`config.mk`:
```
export PLATFORM = sky130hd
export DESIGN_NAME = oscillator_source_and_tuning
export DESIGN_NICKNAME = d
export VERILOG_FILES = /design/src/osc_ctrl_pkg.sv /design/src/oscillator_source_and_tuning.sv /design/src/lock_sync.sv
export SDC_FILE = /design/constraint.sdc
export NUM_CORES = 1
export LEC_CHECK = 0
export BUFFER_PORTS_ARGS = -buffer_cell sky130_fd_sc_hd__buf_2
export CAP_MARGIN = 20
export CELL_PAD_IN_SITES_DETAIL_PLACEMENT = 0
export CELL_PAD_IN_SITES_GLOBAL_PLACEMENT = 1
export CORE_AREA = 2 2 85 108
export DETAILED_ROUTE_END_ITERATION = 10
export DIE_AREA = 0 0 87 110
export GPL_TIMING_DRIVEN = 0
export PLACE_DENSITY_LB_ADDON = 0.1
export SETUP_SLACK_MARGIN = 0.5
export SKIP_LAST_GASP = 1
export SLEW_MARGIN = 20
export SYNTH_ARGS = -nofsm -noshare
export SYNTH_HDL_FRONTEND = slang
export SYNTH_SLANG_ARGS = --single-unit
```
`constraint.sdc`:
```
create_clock -name clock_i -period 3.2 [get_ports clock_i]
set_input_delay 0.48 -clock clock_i [delete_from_list [all_inputs] [get_ports clock_i]]
set_output_delay 0.48 -clock clock_i [all_outputs]
set_load 0.01 [all_outputs]
```
`src/osc_ctrl_pkg.sv`:
```
/*
  Constants for the oscillator source and tuning control block.
  Assumes a single 250 MHz system clock and a plain register port.
*/
package osc_ctrl_pkg;
  // ---------------------------------------------------------------
  // Register offsets
  // ---------------------------------------------------------------
  localparam logic [3:0] ADDR_OSC_CTRL = 4'h0;
  localparam logic [3:0] ADDR_PLL_CFG  = 4'h4;
  localparam logic [3:0] ADDR_MISC_CFG = 4'h8;
  // ---------------------------------------------------------------
  // Oscillator control, loop and misc register fields
  // ---------------------------------------------------------------
  localparam int SEL_HI      = 13;
  localparam int SEL_LO      = 12;
  localparam int TRIM_HI     = 11;
  localparam int TRIM_LO     = 8;
  localparam int LOCK_BIT    = 5;
  localparam int LPXTAL_BIT  = 1;
  localparam int PLL_EN_BIT  = 0;
  localparam int GAIN_HI     = 2;
  localparam int GAIN_LO     = 1;
  localparam int FSCM_BIT    = 0;
  localparam int WDOG_BIT    = 1;
  // ---------------------------------------------------------------
  // Selection codes and gains
  // ---------------------------------------------------------------
  localparam logic [1:0] SEL_LP_CRYSTAL = 2'h0;
  localparam logic [1:0] SEL_FAST_RC    = 2'h1;
  localparam logic [1:0] SEL_PRIMARY    = 2'h2;
  localparam logic [1:0] SEL_LOW_RC     = 2'h3;
  localparam logic [1:0] GAIN_X4        = 2'h0;
  localparam logic [1:0] GAIN_X8        = 2'h1;
  localparam logic [1:0] GAIN_X16       = 2'h2;
  // ---------------------------------------------------------------
  // Reset values and timing
  // ---------------------------------------------------------------
  localparam logic [1:0]  SEL_RESET       = 2'h1;
  localparam logic [3:0]  TRIM_RESET      = 4'h0;
  localparam logic [1:0]  GAIN_RESET      = 2'h0;
  localparam int          CLOCK_MHZ       = 250;
  localparam int          POWER_UP_DELAY_TIMER_TIME_US    = 64;
  localparam int          POWER_UP_DELAY_TIMER_CYCLES     = POWER_UP_DELAY_TIMER_TIME_US * CLOCK_MHZ;
  localparam int          FAST_RC_KHZ     = 7370;
  localparam int          LOW_RC_KHZ      = 512;
  localparam int          TRIM_STEP_PERMIL = 15;
  typedef enum logic [1:0] {
    PWR_RESET   = 2'b00,
    PWR_TIMING  = 2'b01,
    PWR_RUN     = 2'b10
  } pwr_state_t;
endpackage

```
`src/oscillator_source_and_tuning.sv`:
```
/*
  Oscillator source selection, loop gain, fast RC trim, lock status and
  low-power RC enable control with a register port.
  Assumes the analog loop supplies an asynchronous lock level and that
  srst_i is the power-on reset.
*/
// Operation
// - Loop gain is x4, x8 or x16
// - Lock indication follows the loop lock while the loop is enabled
// - Lock status readable, writes ignored
// - Select code 01 runs from fast RC
// - Four-bit trim, zero is calibrated frequency
// - Trim is signed 1.5 percent steps
// - Low RC clocks delay, watchdog, monitor
// - Low RC forced on at power-on
// - After delay, low RC kept only if needed
// - Crystal clock needs select 00 and enable
`timescale 1ns/1ns
module oscillator_source_and_tuning
  import osc_ctrl_pkg::*;
#(
  parameter int POWER_UP_DELAY_TIMER_COUNT = osc_ctrl_pkg::POWER_UP_DELAY_TIMER_CYCLES
) (
  // Clock and reset
  input  wire logic        clock_i,
  input  wire logic        srst_i,
  // Register port
  input  wire logic [3:0]  addr_i,
  input  wire logic [15:0] wdata_i,
  input  wire logic        wr_i,
  input  wire logic        rd_i,
  output logic [15:0]      rdata_o,
  // Loop
  input  wire logic        pll_lock_raw_i,
  output logic             pll_enable_o,
  output logic [1:0]       pll_gain_o,
  // Oscillator controls
  output logic [1:0]       clock_select_o,
  output logic             fast_rc_select_o,
  output logic             low_power_crystal_clock_o,
  output logic             low_power_crystal_run_o,
  output logic [3:0]       fast_rc_trim_o,
  output logic signed [7:0] fast_rc_offset_permil_o,
  output logic             low_rc_enable_o,
  output logic             timers_clock_en_o,
  output logic             power_up_delay_timer_done_o
);
  import osc_ctrl_pkg::*;

  // ---------------------------------------------------------------
  // Registers
  // ---------------------------------------------------------------
  logic [1:0] current_osc_select_reg;
  logic [3:0] fast_rc_trim_reg;
  logic       low_power_crystal_enable_reg;
  logic       pll_en_reg;
  logic [1:0] gain_reg;
  logic       fscm_en_reg;
  logic       wdog_en_reg;
  logic       lock_level;
  logic       lock_reg;
  pwr_state_t pwr_reg;
  logic [31:0] power_up_delay_timer_cnt_reg;

  function automatic logic [1:0] legal_gain(input logic [1:0] g);
    legal_gain = (g == GAIN_X8 || g == GAIN_X16) ? g : GAIN_X4;
  endfunction

  function automatic logic signed [7:0] trim_permil(input logic [3:0] t);
    trim_permil = 8'(signed'({{4{t[3]}}, t}) * 8'(TRIM_STEP_PERMIL));
  endfunction

  lock_sync u_lock_sync (
    .clock_i (clock_i),
    .srst_i  (srst_i),
    .raw_i   (pll_lock_raw_i),
    .level_o (lock_level)
  );

  // ---------------------------------------------------------------
  // Register writes
  // ---------------------------------------------------------------
  always_ff @(posedge clock_i) begin
    if (srst_i) begin
      current_osc_select_reg       <= SEL_RESET;
      fast_rc_trim_reg             <= TRIM_RESET;
      low_power_crystal_enable_reg <= 1'b0;
    end else if (wr_i && addr_i == ADDR_OSC_CTRL) begin
      current_osc_select_reg       <= wdata_i[SEL_HI:SEL_LO];
      fast_rc_trim_reg             <= wdata_i[TRIM_HI:TRIM_LO];
      low_power_crystal_enable_reg <= wdata_i[LPXTAL_BIT];
    end
  end

  always_ff @(posedge clock_i) begin
    if (srst_i) begin
      pll_en_reg <= 1'b0;
      gain_reg   <= GAIN_RESET;
    end else if (wr_i && addr_i == ADDR_PLL_CFG) begin
      pll_en_reg <= wdata_i[PLL_EN_BIT];
      gain_reg   <= legal_gain(wdata_i[GAIN_HI:GAIN_LO]);
    end
  end

  always_ff @(posedge clock_i) begin
    if (srst_i) begin
      fscm_en_reg <= 1'b0;
      wdog_en_reg <= 1'b0;
    end else if (wr_i && addr_i == ADDR_MISC_CFG) begin
      fscm_en_reg <= wdata_i[FSCM_BIT];
      wdog_en_reg <= wdata_i[WDOG_BIT];
    end
  end

  // ---------------------------------------------------------------
  // Lock status
  // ---------------------------------------------------------------
  always_ff @(posedge clock_i) begin
    if (srst_i) begin
      lock_reg <= 1'b0;
    end else begin
      lock_reg <= lock_level && pll_en_reg;
    end
  end

  // ---------------------------------------------------------------
  // Power-up delay and low RC enable
  // ---------------------------------------------------------------
  always_ff @(posedge clock_i) begin
    if (srst_i) begin
      pwr_reg      <= PWR_RESET;
      power_up_delay_timer_cnt_reg <= 32'h0;
    end else begin
      case (pwr_reg)
        PWR_RESET: begin
          pwr_reg      <= PWR_TIMING;
          power_up_delay_timer_cnt_reg <= 32'h0;
        end
        PWR_TIMING: begin
          if (power_up_delay_timer_cnt_reg >= 32'(POWER_UP_DELAY_TIMER_COUNT - 1)) begin
            pwr_reg <= PWR_RUN;
          end
          power_up_delay_timer_cnt_reg <= power_up_delay_timer_cnt_reg + 32'h1;
        end
        default: begin
          pwr_reg <= PWR_RUN;
        end
      endcase
    end
  end

  logic low_rc_needed;
  assign low_rc_needed = fscm_en_reg || wdog_en_reg ||
                         current_osc_select_reg == SEL_LOW_RC;

  always_ff @(posedge clock_i) begin
    if (srst_i) begin
      low_rc_enable_o   <= 1'b1;
      timers_clock_en_o <= 1'b1;
      power_up_delay_timer_done_o       <= 1'b0;
    end else begin
      low_rc_enable_o   <= (pwr_reg != PWR_RUN) || low_rc_needed;
      timers_clock_en_o <= (pwr_reg != PWR_RUN) || low_rc_needed;
      power_up_delay_timer_done_o       <= (pwr_reg == PWR_RUN);
    end
  end

  // ---------------------------------------------------------------
  // Clock source outputs
  // ---------------------------------------------------------------
  always_ff @(posedge clock_i) begin
    if (srst_i) begin
      clock_select_o            <= SEL_RESET;
      fast_rc_select_o          <= 1'b1;
      low_power_crystal_clock_o <= 1'b0;
      low_power_crystal_run_o   <= 1'b0;
      fast_rc_trim_o            <= TRIM_RESET;
      fast_rc_offset_permil_o   <= 8'sh0;
      pll_enable_o              <= 1'b0;
      pll_gain_o                <= GAIN_RESET;
    end else begin
      clock_select_o            <= current_osc_select_reg;
      fast_rc_select_o          <= current_osc_select_reg == SEL_FAST_RC;
      low_power_crystal_clock_o <= current_osc_select_reg == SEL_LP_CRYSTAL &&
                                   low_power_crystal_enable_reg;
      low_power_crystal_run_o   <= low_power_crystal_enable_reg;
      fast_rc_trim_o            <= fast_rc_trim_reg;
      fast_rc_offset_permil_o   <= trim_permil(fast_rc_trim_reg);
      pll_enable_o              <= pll_en_reg;
      pll_gain_o                <= gain_reg;
    end
  end

  // ---------------------------------------------------------------
  // Read port
  // ---------------------------------------------------------------
  always_ff @(posedge clock_i) begin
    if (srst_i) begin
      rdata_o <= 16'h0;
    end else if (rd_i) begin
      if (addr_i == ADDR_OSC_CTRL) begin
        rdata_o <= {2'h0, current_osc_select_reg, fast_rc_trim_reg, 2'h0,
                    lock_reg, 3'h0, low_power_crystal_enable_reg, 1'b0};
      end else if (addr_i == ADDR_PLL_CFG) begin
        rdata_o <= {13'h0, gain_reg, pll_en_reg};
      end else if (addr_i == ADDR_MISC_CFG) begin
        rdata_o <= {14'h0, wdog_en_reg, fscm_en_reg};
      end else begin
        rdata_o <= 16'h0;
      end
    end else begin
      rdata_o <= 16'h0;
    end
  end

  // ---------------------------------------------------------------
  // Checks
  // ---------------------------------------------------------------
  a_gain_legal: assert property (@(posedge clock_i) disable iff (srst_i)
    pll_gain_o != 2'h3) else $error("illegal loop gain");
  a_lock_follows: assert property (@(posedge clock_i) disable iff (srst_i)
    $rose(lock_level) && pll_en_reg |=> lock_reg) else $error("lock late");
  a_lock_readonly: assert property (@(posedge clock_i) disable iff (srst_i)
    wr_i && addr_i == ADDR_OSC_CTRL && !lock_level |=> !lock_reg)
    else $error("lock writable");
  a_fast_rc_sel: assert property (@(posedge clock_i) disable iff (srst_i)
    wr_i && addr_i == ADDR_OSC_CTRL && wdata_i[SEL_HI:SEL_LO] == SEL_FAST_RC
    |=> ##1 fast_rc_select_o) else $error("fast rc not chosen");
  a_trim_zero: assert property (@(posedge clock_i) disable iff (srst_i)
    fast_rc_trim_o == 4'h0 |-> fast_rc_offset_permil_o == 8'sh0)
    else $error("zero trim offset");
  a_trim_min: assert property (@(posedge clock_i) disable iff (srst_i)
    fast_rc_trim_o == 4'h8 |-> fast_rc_offset_permil_o == -8'sd120)
    else $error("trim floor wrong");
  a_low_rc_timing: assert property (@(posedge clock_i) disable iff (srst_i)
    pwr_reg == PWR_TIMING |=> low_rc_enable_o) else $error("low rc off early");
  a_low_rc_off: assert property (@(posedge clock_i) disable iff (srst_i)
    pwr_reg == PWR_RUN && !low_rc_needed |=> !low_rc_enable_o)
    else $error("low rc left on");
  a_timer_clock: assert property (@(posedge clock_i) disable iff (srst_i)
    timers_clock_en_o == low_rc_enable_o) else $error("timer clock gap");
  a_crystal_sel: assert property (@(posedge clock_i) disable iff (srst_i)
    low_power_crystal_clock_o |-> clock_select_o == SEL_LP_CRYSTAL &&
    low_power_crystal_run_o) else $error("crystal select wrong");
  a_lock_loop_off: assert property (@(posedge clock_i) disable iff (srst_i)
    !pll_en_reg |=> !lock_reg) else $error("lock with loop off");
endmodule

```
`src/lock_sync.sv`:
```
/*
  Three-stage synchroniser with agreement filter for the loop lock pin.
  Assumes the lock input is asynchronous to clock_i.
*/
`timescale 1ns/1ns
module lock_sync (
  // Clock and reset
  input  wire logic clock_i,
  input  wire logic srst_i,
  // Raw and filtered level
  input  wire logic raw_i,
  output logic      level_o
);
  logic s1_reg;
  logic s2_reg;
  logic s3_reg;
  always_ff @(posedge clock_i) begin
    if (srst_i) begin
      s1_reg <= 1'b0;
      s2_reg <= 1'b0;
      s3_reg <= 1'b0;
    end else begin
      s1_reg <= raw_i;
      s2_reg <= s1_reg;
      s3_reg <= s2_reg;
    end
  end
  always_ff @(posedge clock_i) begin
    if (srst_i) begin
      level_o <= 1'b0;
    end else if (s2_reg == s3_reg) begin
      level_o <= s3_reg;
    end
  end
endmodule

```
# ---- Word-level counts from Yosys, hierarchy flattened
# Cells that the tools add are included.
dict set report word_totals {
  output_inout_bits 39
  reg_bits 89
  input_bits 25
}
dict set report op_classes {
  multipliers 1
  magnitude_cmp 1
  n_eq_ne 11
  reduce_logical 16
  n_mux 7
  n_addsub 1
  bitwise_logic 1
}
# op count
set ops {}
lappend ops {{$pmux 32 s2} 1}
lappend ops {{$add 32x1->32 const B} 1}
lappend ops {{$ge 32x14->1 const B} 1}
lappend ops {{$mux 14} 1}
lappend ops {{$mul 4x5->8 const B} 1}
lappend ops {{$eq 2x1->1 const B} 3}
lappend ops {{$eq 2x2->1 const B} 3}
lappend ops {{$mux 2} 3}
lappend ops {{$logic_and 1x1->1} 5}
lappend ops {{$eq 4x3->1 const B} 1}
lappend ops {{$eq 4x4->1 const B} 1}
lappend ops {{$logic_not 2->1} 2}
lappend ops {{$logic_not 4->1} 1}
lappend ops {{$logic_or 1x1->1} 4}
lappend ops {{$ne 2x2->1 const B} 2}
lappend ops {{$pmux 2 s2} 1}
lappend ops {{$reduce_or 4->1} 1}
lappend ops {{$mux 3} 1}
lappend ops {{$reduce_or 3->1} 1}
lappend ops {{$reduce_bool 2->1} 1}
lappend ops {{$reduce_or 2->1} 1}
lappend ops {{$eq 1x1->1} 1}
lappend ops {{$not 1->1} 1}

# ---- Logic depth before layout (Yosys ltp)
dict set report depth {
  word_depth 4
  depth_mapped 11
  depth_no_buf 11
}

# ---- Modules after synthesis
# Synthesis repeated with hierarchy kept, for this count alone.
dict set report unflattened {
  cells_unflattened 379
  hier_area_um2 3487.1
}
# mod cells_per_inst instances area_each_um2 seq_area_each_um2
set by_module_without_submodules {}
lappend by_module_without_submodules {oscillator_source_and_tuning 369 1 3374.5 1561.5}
lappend by_module_without_submodules {lock_sync 10 1 112.6 80.1}

# ---- Worst setup path after synthesis
# Ideal clock, no wire load.
dict set report synth_timing {
  path_kind {register to register}
  from {reg fast_rc_trim_reg[1]}
  to {reg fast_rc_offset_permil_o[7]}
  required_ns 3.072
  t_arrival_ns 2.583
  path_slack_ns 0.490
  stages_incl_launch_ff 12
  path_cell_list {dfxtp_1 > inv_1 > ha_1 > inv_1 > ha_1 > fa_1 > ha_1 > fa_1 > a221o_1 > nand2_1 > xor2_1 > nor2_1}
}
dict set report synth_between {
  elab_chain_len 1
}
# element line
set synth_lines {}
lappend synth_lines {{start, declared} oscillator_source_and_tuning.sv:54} ;# logic [3:0] fast_rc_trim_reg;
lappend synth_lines {{start signal, assigned} oscillator_source_and_tuning.sv:90} ;# fast_rc_trim_reg <= wdata_i[TRIM_HI:TRIM_LO];
lappend synth_lines {{$mul 4x5->8} oscillator_source_and_tuning.sv:70} ;# trim_permil = 8'(signed'({{4{t[3]}}, t}) * 8'(TRIM_STEP_PERMIL));
lappend synth_lines {{end signal, assigned} oscillator_source_and_tuning.sv:188} ;# fast_rc_offset_permil_o <= trim_permil(fast_rc_trim_reg);
lappend synth_lines {{end, declared} oscillator_source_and_tuning.sv:43} ;# output logic signed [7:0] fast_rc_offset_permil_o,
# No other way between the ends.
# A chain may end at the register's enable or synchronous reset.

# ---- Worst setup path in the final report
# Ends and elaborated chain as after synthesis.

==> impl_metrics.toml <==
[run_status]
status = "finished, final reports clean"

[synthesis]
synthCells = 386
synth-seq-cells = 82
ys_seq_area_share_pct = 46.5
synth_top_cell_area_share_pct = 46.5
netlist_top_cells_area = "dfxtp_1 (47%), a21oi_1 (4.5%), ha_1 (4.3%), nand2_1 (4.1%), nor2b_1 (3.5%)"
yosys.cell_types.count = 42
syn_area_sq_mm = 0.00353
yosys_most_used_dff = "dfxtp_1"
syn_area_per_cell_sq_um = 9.14
synth_edf_count = 0
synthArstFlopShare_pct = 0
synth_top_area_cell = "dfxtp_1"
ys_warn_count = 0

[sta]
slew_headroom_pct = 44.3
min_period_ns = 2.62
setup_violations = 0
hold_violations = 0
fin_skew_ns = 0.0129
fin_crit_sh_pct = 82.0
finalMaxSlewViolations = 0
fmax_mhz = 381
tns_ns = 0
tightest_slew_ns = 0.828
rsz0062_at_grt = "yes"

[floorplanning]
die_w_microns = 87
ioPinCount = 64
die_area_sq_mm = 0.00957
coreArea_sq_mm = 0.00851
initial_utilization_pct = 41.5
fp.dieH_microns = 110
num_rows = 38

[worst_hold_path]
hold_class = "input pin to flop"
holdPathStages = 2

[global_routing]
antenna_found_initial = 0
grt_pass1_wl_microns = 13600
grt_usage_pct = 18.5
grt_max_degree = 16
grt_pass1_vias = 2841
overflow = 0

[worst_setup_path]
crit_type = "flop to flop"
startpoint_type = "flop"
end_kind = "flop"
cp.arrival_ns = 2.86
cp_data_required_time_ns = 3.43
worst-r2r-setup-slack_ns = 0.58
path_max_fanout = 4
reg2reg_depth = 11

[clock_network]
h-tree-depth = 3
cts_buffer_depth = 2
numCtsBuffers = 9
clock_sinks = 82
cts_tree = "yes"
clkLatencyLatePin_ns = 0.35
clkTransAtPathRegs_ns = 0.09
cts_root_buffer = "clkbuf_8"

[power]
irDropWorstVdd_v = 0.000286
total_power_w = 0.00200
cellLeakagePower_nw = 1.68
power_density_mw_per_mm2 = 468

[layout]
syn2layout_area_growth_pct = 20.9
nFillCells = 837
insertedDiodeCount = 0
nets = 499
largest_reg_flops = 32
final_layout_size_suffix_gt1_share_pct = 21.9

[placed_design]
portBuffers = 50
dp_hpwl_microns = 6100
place.gp.congestion = 0.802

[routing]
finalWirelength_microns = 8330
vias = 2970
drtAntennaViolNets = 0
drt_iter0_drc = 92
viasPerCell = 5.26
firstDrtPassIters = 4
drcViolationCount = 0
routedWlPerCell_microns = 14.8

[job]
drv_cap = 0
-- final cells by class --
class                           count  area, sq um  share of cell area, %
Multi-Input combinational cell    283         1820                   42.7
Sequential cell                    82         1650                   38.7
Timing Repair Buffer               58          310                   7.27
Tap cell                          100          125                   2.93
Clock buffer                        9          124                   2.90
Buffer                             22          113                   2.64
Clock inverter                      7          100                   2.35
Inverter                            4         22.5                  0.528
-- metal layers --
layer  share of wire (%)  GRT usage, %  vias up
met5                   0             0        -
met4                 1.5          7.25        0
met3                 3.4          3.87       11
met2                  53          33.3       55
met1                  43          21.3     1391
li1                    -             -     1513
-- Yosys cell counts, types with 3 or more instances --
| master | n |
|---|---|
| or3_1 | 8 |
| ha_1 | 12 |
| and3_1 | 6 |
| nand3_1 | 22 |
| nor2b_1 | 20 |
| or2_2 | 4 |
| nand3b_1 | 4 |
| or4_1 | 12 |
| nand4_1 | 6 |
| and2_1 | 8 |
| nor3b_1 | 3 |
| dfxtp_1 | 82 |
| buf_4 | 8 |
| nand2_1 | 39 |
| o31ai_1 | 8 |
| nor2_1 | 24 |
| a21oi_1 | 32 |
| clkbuf_1 | 14 |
| xor2_1 | 6 |
| mux2i_1 | 6 |
| inv_1 | 4 |
| nand4b_1 | 3 |
| nor4_1 | 11 |
| o21ai_0 | 10 |
| nand2b_1 | 5 |
| xnor2_1 | 6 |
-- worst paths after layout --
kind | from | endpoint
worst max-delay path | fast_rc_trim_reg[1]$_SDFFE_PP0P_ | fast_rc_offset_permil_o[7]$_SDFF_PP0_
worst min-delay path | pll_lock_raw_i | u_lock_sync.s1_reg$_SDFF_PP0_
worst max register to register | fast_rc_trim_reg[1]$_SDFFE_PP0P_ | fast_rc_offset_permil_o[7]$_SDFF_PP0_
worst min register to register | lock_reg$_SDFF_PP0_ | rdata_o[5]$_SDFF_PP0_
-- critical path: stages (launching register included) --
cell,delay [ns]
dfxtp_4,0.37
inv_4,0.07
ha_4,0.14
inv_4,0.03
ha_4,0.25
fa_1,0.42
ha_2,0.22
fa_2,0.39
a221o_1,0.31
nand2_1,0.09
xor2_1,0.15
nor2_1,0.05
-- cells by family (layout without fill, tap and decap cells) --
kind of cell	after synthesis	after routing	share of synthesized area, %
muxes	6	6	1.70
xor gates and xnor gates	12	12	2.98
and+or+nand+nor	187	187	30.1
DFF	82	82	46.5
AOI/OAI and AO/OA	58	58	9.54
adders and majority gates	14	14	5.39
other	1	6	0.106
buffers and inverters	26	100	3.62
-- report_power, final --
part | internal (W) | switching, W
clock network | 0.000446 | 0.000395
registers | 0.00103 | 0.00000829
logic | 0.0000462 | 0.0000700
-- placed cells by master, fill, tap and decap left out, types with 3 or more instances in the layout --
| master | synthesis | routed |
|---|---|---|
| dfxtp_1 | 82 | 79 |
| buf_2 | 0 | 50 |
| nand2_1 | 39 | 39 |
| a21oi_1 | 32 | 32 |
| nor2_1 | 24 | 24 |
| nand3_1 | 22 | 22 |
| nor2b_1 | 20 | 20 |
| buf_4 | 8 | 16 |
| clkbuf_1 | 14 | 14 |
| or4_1 | 12 | 12 |
| nor4_1 | 11 | 11 |
| o21ai_0 | 10 | 10 |
| clkbuf_8 | 0 | 9 |
| and2_1 | 8 | 8 |
| o31ai_1 | 8 | 8 |
| or3_1 | 8 | 8 |
| ha_1 | 12 | 8 |
| and3_1 | 6 | 6 |
| nand4_1 | 6 | 6 |
| mux2i_1 | 6 | 6 |
| xnor2_1 | 6 | 6 |
| xor2_1 | 6 | 6 |
| conb_1 | 1 | 6 |
| nand2b_1 | 5 | 5 |
| or2_2 | 4 | 4 |
| nand3b_1 | 4 | 4 |
| inv_4 | 0 | 3 |
| nor3b_1 | 3 | 3 |
| nand4b_1 | 3 | 3 |
| ha_4 | 0 | 3 |
-- through the flow --
stage / utilization, % / worst slack, ns / cell area, sq um / hold slack, ns / cells
detailed placement: 46.1 / 0.330 / 3930 / 0.427 / 541
floorplan: - / 0.539 / 3550 / 0.406 / 391
CTS: 49.0 / 0.520 / 4170 / 0.330 / 557
global route: 50.1 / 0.428 / 4270 / 0.363 / 565
global placement: 46.1 / 0.353 / 3930 / 0.413 / 541
finish: 50.1 / 0.575 / 4270 / 0.346 / 565
-- timing repair --
item	in CTS	in global routing
setup buffers	0	8
pin swaps	2	4
gates resized for setup	8	8
endpoints found under the setup margin	1	1
hold buffers	0	0
No activity file was read; power rests on OpenSTA's default activity.
